[config.mk]
export PLATFORM = sky130hd
export DESIGN_NAME = hwcrc_top
export DESIGN_NICKNAME = d
export VERILOG_FILES = /design/src/core/hwcrc_timeout.v /design/src/core/hwcrc_top.v
export VERILOG_INCLUDE_DIRS = /design/src /design/src/core
export SDC_FILE = /design/constraint.sdc
export NUM_CORES = 1
export LEC_CHECK = 0
export ABC_AREA = 1
export ABC_CLOCK_PERIOD_IN_PS = 3500
export BUFFER_PORTS_ARGS = -buffer_cell sky130_fd_sc_hd__buf_4
export CAP_MARGIN = 20
export CORE_MARGIN = 4
export CORE_UTILIZATION = 50
export DETAILED_ROUTE_END_ITERATION = 12
export PLACE_DENSITY_LB_ADDON = 0.25
export SLEW_MARGIN = 25
export SYNTH_ARGS = -nofsm -noshare
export SYNTH_HDL_FRONTEND = slang
export SYNTH_SLANG_ARGS = --single-unit
[constraint.sdc]
create_clock -name clock_in -period 3.5 [get_ports clock_in]
set_input_delay 0.7 -clock clock_in [delete_from_list [all_inputs] [get_ports clock_in]]
set_output_delay 0.7 -clock clock_in [all_outputs]
set_load 0.01 [all_outputs]
[src/core/hwcrc_map.vh]
// register offsets, field positions, reset values and timing counts for hw config reset control
`ifndef HWCRC_MAP_VH
`define HWCRC_MAP_VH
// register word offsets (byte addresses)
`define HWCRC_OFS_CFG        8'h00
`define HWCRC_OFS_IRQ_STS    8'h04
`define HWCRC_OFS_IRQ_MASK   8'h08
`define HWCRC_OFS_STATE      8'h0C
// configuration register field positions
`define HWCRC_B_FULL_RST     0
`define HWCRC_B_LITE_RST     1
`define HWCRC_B_TO_SEL       3
`define HWCRC_B_PACKING      4
`define HWCRC_B_POLARITY     5
`define HWCRC_B_SEL_LO       6
`define HWCRC_B_SEL_HI       7
`define HWCRC_B_PROTECT      12
`define HWCRC_B_EMUL         13
`define HWCRC_B_DETACH_FLAG  15
`define HWCRC_B_LED0         20
`define HWCRC_B_LED1         21
// interrupt status bits
`define HWCRC_I_TIMEOUT      0
`define HWCRC_I_LITE_DONE    1
`define HWCRC_I_FULL_DONE    2
`define HWCRC_IRQ_W          3
// reset values of plain fields
`define HWCRC_RST_SEL        2'b00
`define HWCRC_RST_POL        1'b0
`define HWCRC_RST_LED        2'b00
// timing: clock period and time-outs
`define HWCRC_CLK_PS         20000
`define HWCRC_TO_LONG_US     30000
`define HWCRC_TO_SHORT_PS    1280000
`define HWCRC_TO_LONG_CYC    ((`HWCRC_TO_LONG_US * 1000) / (`HWCRC_CLK_PS / 1000))
`define HWCRC_TO_SHORT_CYC   (`HWCRC_TO_SHORT_PS / `HWCRC_CLK_PS)
// soft reset sequence lengths in cycles
`define HWCRC_LITE_CYC       16
`define HWCRC_FULL_CYC       64
`endif

[src/core/hwcrc_timeout.v]
// eeprom response time-out counter with selectable length
`timescale 1ns/1ps
`default_nettype none
`include "hwcrc_map.vh"
module hwcrc_timeout #(
    parameter [20:0] LONG_CYC = `HWCRC_TO_LONG_CYC
) (
    input  wire        clock_in,      // system clock
    input  wire        rst_in,        // synchronous reset
    input  wire        start_in,      // begin waiting
    input  wire        respond_in,    // response seen, stop waiting
    input  wire        short_sel_in,  // 1 picks the short time-out
    output reg         expired_out    // one-cycle time-out pulse
);
    localparam [20:0] SHORT_CYC = `HWCRC_TO_SHORT_CYC;
    reg [20:0] count_r;   // cycles waited so far
    reg        busy_r;    // waiting for response
    wire [20:0] limit = short_sel_in ? SHORT_CYC : LONG_CYC;
    // ==========================================================
    // wait counter
    always @(posedge clock_in) begin
        if (rst_in) begin
            count_r     <= 21'h00_0000;
            busy_r      <= 1'b0;
            expired_out <= 1'b0;
        end else begin
            expired_out <= 1'b0;
            if (start_in) begin
                busy_r  <= 1'b1;
                count_r <= 21'h00_0000;
            end else if (busy_r && respond_in) begin
                busy_r <= 1'b0;
            end else if (busy_r) begin
                if (count_r + 21'h00_0001 >= limit) begin
                    busy_r      <= 1'b0;
                    expired_out <= 1'b1;
                end else begin
                    count_r <= count_r + 21'h00_0001;
                end
            end
        end
    end
endmodule
`default_nettype wire

[src/core/hwcrc_top.v]
// hardware configuration and soft reset control register block
// Operation
// - polarity bit: 0 active low, 1 high
// - polarity applies regardless of emulation or eeprom
// - packing bit enables multi-frame usb packets
// - eeprom time-out 30 ms or 1.28 us
// - time-out sets flag in eeprom command register
// - lite reset bit self-clears after sequence
// - lite reset spares usb, phy, eeprom
// - full reset reloads eeprom, self-clears
// - phy disconnected during full reset
// - led enables default and restore from image
// - suspend select defaults and restores from image
// - polarity defaults and restores from image
// - detach flag set by detach event
// - polarity survives non-power-on resets when protected
// - protection shields select, polarity and led enables from non-power-on resets
// - select field chooses suspend states asserting pin
`timescale 1ns/1ps
`default_nettype none
`include "hwcrc_map.vh"
module hwcrc_top #(
    parameter [20:0] LONG_CYC = `HWCRC_TO_LONG_CYC  // long eeprom time-out in cycles
) (
    input  wire        clock_in,          // 50 mhz system clock
    input  wire        rst_in,            // power-on reset, synchronous
    input  wire [7:0]  addr_in,           // register byte address
    input  wire [31:0] wdata_in,          // write data
    input  wire        wr_in,             // write strobe
    input  wire        rd_in,             // read strobe
    output reg  [31:0] rdata_out,         // read data, cycle after strobe
    input  wire        usb_reset_in,      // usb bus reset pulse
    input  wire        image_valid_in,    // eeprom or otp image loaded
    input  wire [1:0]  image_sel_in,      // stored suspend select
    input  wire        image_pol_in,      // stored suspend polarity
    input  wire [1:0]  image_led_in,      // stored led enables
    input  wire        deep_suspend_in,   // deepest clock-stopped state
    input  wire        light_suspend_in,  // light suspend state
    input  wire        lightest_suspend_in, // lightest suspend state
    input  wire        unpowered_wait_in, // unpowered wait state
    input  wire        detached_in,       // device detached from usb
    input  wire        detach_event_in,   // link-driven detach event pulse
    input  wire        eeprom_start_in,   // eeprom access begins
    input  wire        eeprom_resp_in,    // eeprom responded
    output reg         suspend_pin_out,   // suspend indicator pin
    output reg         multi_frame_packing_out, // tx packing enable
    output reg [1:0]   led_pin_enable_out,      // led pin enables
    output reg         eeprom_timeout_flag_out, // flag in eeprom command register
    output reg         lite_reset_out,    // lite reset to non-usb logic
    output reg         full_reset_out,    // full reset to device logic
    output reg         eeprom_reload_out, // request eeprom reload
    output reg         phy_disconnect_out, // hold usb phy disconnected
    output reg         irq_out            // level interrupt
);
    // ==========================================================
    // state and constants
    localparam [1:0] ST_IDLE = 2'b00;     // no soft reset
    localparam [1:0] ST_LITE = 2'b01;     // lite reset sequence
    localparam [1:0] ST_FULL = 2'b10;     // full reset sequence
    localparam [6:0] LITE_CYC = `HWCRC_LITE_CYC;
    localparam [6:0] FULL_CYC = `HWCRC_FULL_CYC;

    reg  [1:0] state_r;                   // soft reset state
    reg  [6:0] seq_cnt_r;                 // sequence cycle counter
    reg        polarity_r;                // suspend_pin_polarity
    reg  [1:0] select_r;                  // suspend select field
    reg        packing_r;                 // multi_frame_packing
    reg        to_sel_r;                  // eeprom_timeout_select
    reg        protect_r;                 // reset protection
    reg        emul_r;                    // descriptor_emulation_enable
    reg  [1:0] led_r;                     // led_pin_enable
    reg        detach_flag_r;             // detach_event_flag
    reg  [`HWCRC_IRQ_W-1:0] irq_sts_r;    // sticky event bits
    reg  [`HWCRC_IRQ_W-1:0] irq_mask_r;   // interrupt enables
    reg        timeout_flag_r;            // eeprom timeout flag
    reg        usb_rst_s1_r;              // usb reset synchroniser
    reg        usb_rst_s2_r;
    reg        det_s1_r;                  // detach event synchroniser
    reg        det_s2_r;
    reg        det_s3_r;                  // edge history
    reg  [3:0] susp_s1_r;                 // suspend state synchroniser
    reg  [3:0] susp_s2_r;
    reg        detached_s1_r;
    reg        detached_s2_r;
    reg        resp_s1_r;                 // eeprom response synchroniser
    reg        resp_s2_r;
    wire       to_pulse;                  // time-out event

    // ==========================================================
    // input synchronisers
    always @(posedge clock_in) begin
        if (rst_in) begin
            usb_rst_s1_r  <= 1'b0;
            usb_rst_s2_r  <= 1'b0;
            det_s1_r      <= 1'b0;
            det_s2_r      <= 1'b0;
            det_s3_r      <= 1'b0;
            susp_s1_r     <= 4'h0;
            susp_s2_r     <= 4'h0;
            detached_s1_r <= 1'b0;
            detached_s2_r <= 1'b0;
            resp_s1_r     <= 1'b0;
            resp_s2_r     <= 1'b0;
        end else begin
            usb_rst_s1_r  <= usb_reset_in;
            usb_rst_s2_r  <= usb_rst_s1_r;
            det_s1_r      <= detach_event_in;
            det_s2_r      <= det_s1_r;
            det_s3_r      <= det_s2_r;
            susp_s1_r     <= {unpowered_wait_in, lightest_suspend_in,
                              light_suspend_in, deep_suspend_in};
            susp_s2_r     <= susp_s1_r;
            detached_s1_r <= detached_in;
            detached_s2_r <= detached_s1_r;
            resp_s1_r     <= eeprom_resp_in;
            resp_s2_r     <= resp_s1_r;
        end
    end

    // ==========================================================
    // eeprom time-out counter
    hwcrc_timeout #(.LONG_CYC(LONG_CYC)) u_timeout (
        .clock_in     (clock_in),
        .rst_in       (rst_in),
        .start_in     (eeprom_start_in),
        .respond_in   (resp_s2_r),
        .short_sel_in (to_sel_r),
        .expired_out  (to_pulse)
    );

    // decoded bus accesses
    wire wr_cfg  = wr_in && (addr_in == `HWCRC_OFS_CFG);
    wire wr_sts  = wr_in && (addr_in == `HWCRC_OFS_IRQ_STS);
    wire wr_mask = wr_in && (addr_in == `HWCRC_OFS_IRQ_MASK);
    wire usb_rst_rise = usb_rst_s2_r;     // level held reset
    wire det_rise     = det_s2_r & ~det_s3_r;
    // image value or zero when no image
    wire [1:0] img_sel = image_valid_in ? image_sel_in : `HWCRC_RST_SEL;
    wire       img_pol = image_valid_in ? image_pol_in : `HWCRC_RST_POL;
    wire [1:0] img_led = image_valid_in ? image_led_in : `HWCRC_RST_LED;
    // restore request from usb reset, lite reset entry or full reset entry
    wire restore = usb_rst_rise | (state_r == ST_LITE && seq_cnt_r == 7'h00)
                 | (state_r == ST_FULL && seq_cnt_r == 7'h00);
    wire seq_done = (seq_cnt_r == LITE_CYC - 7'h01 && state_r == ST_LITE)
                  | (seq_cnt_r == FULL_CYC - 7'h01 && state_r == ST_FULL);
    wire [`HWCRC_IRQ_W-1:0] ev = {seq_done && state_r == ST_FULL,
                                  seq_done && state_r == ST_LITE, to_pulse};

    // ==========================================================
    // soft reset sequencer
    always @(posedge clock_in) begin
        if (rst_in) begin
            state_r   <= ST_IDLE;
            seq_cnt_r <= 7'h00;
        end else begin
            case (state_r)
                ST_IDLE: begin
                    seq_cnt_r <= 7'h00;
                    if (wr_cfg && wdata_in[`HWCRC_B_FULL_RST])
                        state_r <= ST_FULL;
                    else if (wr_cfg && wdata_in[`HWCRC_B_LITE_RST])
                        state_r <= ST_LITE;
                end
                ST_LITE, ST_FULL: begin
                    if (seq_done) begin
                        state_r   <= ST_IDLE;
                        seq_cnt_r <= 7'h00;
                    end else begin
                        seq_cnt_r <= seq_cnt_r + 7'h01;
                    end
                end
                default: state_r <= ST_IDLE;
            endcase
        end
    end

    // ==========================================================
    // configuration fields
    always @(posedge clock_in) begin
        if (rst_in) begin
            polarity_r <= `HWCRC_RST_POL;
            select_r   <= `HWCRC_RST_SEL;
            led_r      <= `HWCRC_RST_LED;
            packing_r  <= 1'b0;
            to_sel_r   <= 1'b0;
            protect_r  <= 1'b0;
            emul_r     <= 1'b0;
        end else if (restore && !protect_r) begin
            polarity_r <= img_pol;
            select_r   <= img_sel;
            led_r      <= img_led;
            if (state_r == ST_FULL) begin
                packing_r <= 1'b0;
                to_sel_r  <= 1'b0;
            end
        end else if (restore && state_r == ST_FULL) begin
            packing_r <= 1'b0;
            to_sel_r  <= 1'b0;
        end else if (wr_cfg) begin
            polarity_r <= wdata_in[`HWCRC_B_POLARITY];
            select_r   <= wdata_in[`HWCRC_B_SEL_HI:`HWCRC_B_SEL_LO];
            packing_r  <= wdata_in[`HWCRC_B_PACKING];
            to_sel_r   <= wdata_in[`HWCRC_B_TO_SEL];
            protect_r  <= wdata_in[`HWCRC_B_PROTECT];
            emul_r     <= wdata_in[`HWCRC_B_EMUL];
            led_r      <= {wdata_in[`HWCRC_B_LED1], wdata_in[`HWCRC_B_LED0]};
        end
    end

    // ==========================================================
    // flags and interrupts, set wins over clear
    always @(posedge clock_in) begin
        if (rst_in) begin
            detach_flag_r  <= 1'b0;
            timeout_flag_r <= 1'b0;
            irq_sts_r      <= {`HWCRC_IRQ_W{1'b0}};
            irq_mask_r     <= {`HWCRC_IRQ_W{1'b0}};
        end else begin
            if (det_rise)
                detach_flag_r <= 1'b1;
            else if (wr_cfg && wdata_in[`HWCRC_B_DETACH_FLAG])
                detach_flag_r <= 1'b0;
            if (to_pulse)
                timeout_flag_r <= 1'b1;
            else if (eeprom_start_in)
                timeout_flag_r <= 1'b0;
            irq_sts_r <= ev | (irq_sts_r & ~(wr_sts ? wdata_in[`HWCRC_IRQ_W-1:0]
                                                    : {`HWCRC_IRQ_W{1'b0}}));
            if (wr_mask)
                irq_mask_r <= wdata_in[`HWCRC_IRQ_W-1:0];
        end
    end

    // ==========================================================
    // suspend condition decode by select field
    reg susp_cond;
    always @* begin
        case (select_r)
            2'b00:   susp_cond = susp_s2_r[0];
            2'b01:   susp_cond = susp_s2_r[0] | susp_s2_r[1] | detached_s2_r;
            2'b10:   susp_cond = |susp_s2_r[2:0] | detached_s2_r;
            default: susp_cond = |susp_s2_r | detached_s2_r;
        endcase
    end

    // ==========================================================
    // registered outputs and read data
    always @(posedge clock_in) begin
        if (rst_in) begin
            suspend_pin_out         <= 1'b1;
            multi_frame_packing_out <= 1'b0;
            led_pin_enable_out      <= 2'b00;
            eeprom_timeout_flag_out <= 1'b0;
            lite_reset_out          <= 1'b0;
            full_reset_out          <= 1'b0;
            eeprom_reload_out       <= 1'b0;
            phy_disconnect_out      <= 1'b0;
            irq_out                 <= 1'b0;
            rdata_out               <= 32'h0000_0000;
        end else begin
            // active low when polarity 0, active high when 1
            suspend_pin_out         <= ~(susp_cond ^ polarity_r);
            multi_frame_packing_out <= packing_r;
            led_pin_enable_out      <= led_r;
            eeprom_timeout_flag_out <= timeout_flag_r;
            // lite reset leaves usb, phy and eeprom alone
            lite_reset_out          <= (state_r == ST_LITE);
            full_reset_out          <= (state_r == ST_FULL);
            eeprom_reload_out       <= (state_r == ST_FULL) && seq_done;
            phy_disconnect_out      <= (state_r == ST_FULL) && !seq_done;
            irq_out                 <= |(irq_sts_r & irq_mask_r);
            rdata_out               <= 32'h0000_0000;
            if (rd_in) begin
                case (addr_in)
                    `HWCRC_OFS_CFG: begin
                        rdata_out[`HWCRC_B_FULL_RST]    <= (state_r == ST_FULL);
                        rdata_out[`HWCRC_B_LITE_RST]    <= (state_r == ST_LITE);
                        rdata_out[`HWCRC_B_TO_SEL]      <= to_sel_r;
                        rdata_out[`HWCRC_B_PACKING]     <= packing_r;
                        rdata_out[`HWCRC_B_POLARITY]    <= polarity_r;
                        rdata_out[`HWCRC_B_SEL_HI:`HWCRC_B_SEL_LO] <= select_r;
                        rdata_out[`HWCRC_B_PROTECT]     <= protect_r;
                        rdata_out[`HWCRC_B_EMUL]        <= emul_r;
                        rdata_out[`HWCRC_B_DETACH_FLAG] <= detach_flag_r;
                        rdata_out[`HWCRC_B_LED1]        <= led_r[1];
                        rdata_out[`HWCRC_B_LED0]        <= led_r[0];
                    end
                    `HWCRC_OFS_IRQ_STS:  rdata_out[`HWCRC_IRQ_W-1:0] <= irq_sts_r;
                    `HWCRC_OFS_IRQ_MASK: rdata_out[`HWCRC_IRQ_W-1:0] <= irq_mask_r;
                    `HWCRC_OFS_STATE: begin
                        rdata_out[1:0]  <= state_r;
                        rdata_out[2]    <= timeout_flag_r;
                        rdata_out[3]    <= susp_cond;
                    end
                    default: rdata_out <= 32'h0000_0000;
                endcase
            end
        end
    end
endmodule
`default_nettype wire

==> out/metrics.yaml <==
status:
  status: "complete, no violations"
power_and_ir_drop:
  leakage_nw: 2.46
  p_comb_frac: 0.115
  p_clk_frac: 0.335
  pwr-share-seq: 0.550
  power_switching_mw: 0.522
  cell_internal_pwr_mw: 1.41
  ir_drop_mv: 0.201
  sw_frac_of_total: 0.270
  cellPowerDensity_mw_per_mm2: 376
floorplanning:
  die_h_um: 102
  core.rowCount: 33
  ios: 101
  start_util: 0.524
  die_w_um: 102
  fp.dieArea_mm2: 0.0103
  fp.coreArea_mm2: 0.00838
synth:
  synth_top_area_cell: "dfxtp_1"
  synth-seq-cells: 89
  synth_cell_type_count: 35
  netlist.area_leader.share: 0.406
  yosysWarnings: 0
  ys_top_cells_by_area: "dfxtp_1 41%, nand2_1 11%, nor2_1 11%"
  seq_area_frac_synth: 0.406
  syn_inst: 629
  avgSynthCellArea_um2: 6.98
  synth.cell_area_mm2: 0.00439
grt:
  grt_use_total: 0.193
  grt_max_degree: 35
  grt_antenna_before_repair: 0
  grt_pass1_wl_um: 16100
  grt_pass1_vias: 3645
  overflow: 0
route:
  dr.pass1.iters: 5
  drtAntennaViolNets: 0
  vias: 3945
  drc_errors: 0
  wl_um: 9820
  wl_per_cell_um: 12.2
  drtIter0Drc: 154
  via_per_inst: 4.89
timing:
  whs_ns: 0.403
  setup_tns_ns: 0
  period_minus_slack_ns: 3.23
  relSlewSlack: 0.349
  clock_skew_ns: 0.0146
  tightest_slew_ns: 0.973
  setup_viol: 0
  post-route-period-util: 0.922
  hold_viol_final: 0
  max_freq_ghz: 0.310
  final_max_slew_viol_count: 0
  fin_ws_ns: 0.273
placed_design:
  hpwl_um: 7080
  pre_cts_ws_ns: 0.179
  place_area_mm2: 0.00487
  numPortBuffers: 62
  gp_congestion: 0.848
cts:
  htree_num_levels: 3
  cts_tree: "done"
  cts_root_buf: "clkbuf_8"
  clockBufferDepth: 2
  clk_latency_ns: 0.36
  clock_sinks: 89
  clk_pin_slew_worst_paths_ns: 0.09
  cts_buffers: 9
final_layout:
  design_area_mm2: 0.00515
  layout_commonest_cell: "nand2_1"
  multi_input_area_mm2: 0.00216
  area_growth_pct: 17.3
  layout-drive-gt1-share: 0.148
  nets: 774
  fillerInstances: 774
  antenna_cells: 0
  final-seq-area_mm2: 0.00178
  layout_common_cells: "128 x nand2_1, 123 x nor2_1, 102 x inv_1, 89 x dfxtp_1, 64 x buf_4"
setup_path:
  crit_required_ns: 3.74
  cp-end-kind: "flip-flop"
  start_kind: "flip-flop"
  cp_slowest_stage_delay_ns: 0.41
  crit_fanout: 16
  crit_chain: "ha_1 -> nand3_2 -> inv_2 -> nand3_1 -> clkinv_1 -> nand4_1 -> nand2_1 -> inv_1 -> ha_1 -> nand3_1 -> nor3_1 -> inv_1 -> nor2_1 -> nand4_1 -> nor2_2 -> nand3_4 -> nand4_4 -> buf_12 -> nand2_1 -> nand2_1 -> nor2_1"
  arrival_ns: 3.47
  worstSetupPathType: "flip-flop to flip-flop"
  crit_slowest_cell: "dfxtp_1"
  cpMostUsedCell: "nand2_1"
min_path:
  min_path_type: "flip-flop to flip-flop"
job:
  drv_cap: 0
## cells by family after synthesis
family	after synthesis	share of synthesized area
other	1	0.000854
adder cells (fa/ha/maj)	19	0.0541
AND/OR/NAND/NOR	323	0.310
XOR/XNOR	13	0.0259
flip-flops	89	0.406
AO/OA/AOI/OAI	50	0.0675
buffers and inverters	134	0.136
## through the flow
stage	std cells	total power [mW]	utilization
2_1_floorplan	647	1.24	-
3_3_place_gp	787	1.29	0.581
6_report	806	1.94	0.615
5_1_grt	806	2.04	0.615
4_1_cts	803	1.94	0.602
3_5_place_dp	787	1.30	0.581
## worst max-delay path, delay by kind of cell (launching register included)
kind	cells	cell delay, ns
adder cells (fa/ha/maj)	2	0.54
flip-flops	1	0.41
AND/OR/NAND/NOR	14	1.66
buffers and inverters	5	0.52
## cell type report
cell class	count	share of cell area
Timing Repair Buffer	65	0.0971
Tap cell	105	0.0255
Clock buffer	10	0.0267
Sequential cell	89	0.346
Inverter	105	0.0765
Clock inverter	6	0.00826
Multi-Input combinational cell	426	0.420
## what timing repair did
action	CTS	global route
hold endpoints to repair	0	0
gates resized for setup	0	10
hold buffers	0	0
buffers inserted	0	1
endpoints found under the setup margin	0	16
## routing by layer
layer	vias to the layer above	GRT usage	wire (um)	part of all wire
li1	2044	-	-	-
met1	1782	0.241	4300	0.44
met2	105	0.330	4840	0.49
met3	14	0.0461	514	0.052
met4	0	0.0593	165	0.017
met5	-	0	0	0
## path summary, 6_finish.rpt
check	start	end	slack, ns	cells past startpoint
hold reg to reg	detached_s1_r	detached_s2_r	0.40	2
hold / removal	detached_s1_r	detached_s2_r	0.40	2
setup / recovery	u_timeout.count_r[0]	u_timeout.count_r[5]	0.27	21
setup reg to reg	u_timeout.count_r[0]	u_timeout.count_r[5]	0.27	21
## power by group through the flow
stage          Clock (mW)  Combinational [mW]  Sequential [mW]
5_1_grt             0.708               0.257             1.07
3_3_place_gp            0               0.204             1.09
3_5_place_dp            0               0.211             1.09
6_report            0.649               0.222             1.06
2_1_floorplan           0               0.157             1.09
4_1_cts             0.666               0.212             1.06
## state kept, by name, summed over array words and instances (netlist names), 2 cells and up
signal and flops:
select_r 2, state_r 2, led_r 2, seq_cnt_r 7
rdata_out 13, susp_s2_r 4, u_timeout.count_r 21, susp_s1_r 4
led_pin_enable_out 2, irq_mask_r 3, irq_sts_r 3
## synthesized netlist by cell type
master	count
nor3_1	10
o21bai_1	3
a21boi_0	1
nor2_2	6
nand2_1	128
dfxtp_1	89
o211ai_1	2
xor2_1	13
nor3b_1	1
nand2_2	4
o32ai_1	1
nand4_1	9
inv_2	2
a21oi_1	11
buf_2	2
o21ai_2	1
a221oi_1	2
clkbuf_1	5
o21ai_0	19
conb_1	1
nor2_1	124
nor2_4	1
nand3_2	1
o2111ai_1	1
o22ai_1	3
clkinv_1	1
ha_1	19
nand4_4	1
nand3b_1	3
nand3_1	35
buf_6	2
buf_4	20
inv_1	102
a31oi_1	5
a211oi_1	1
Power figures use the tool's default switching activity.
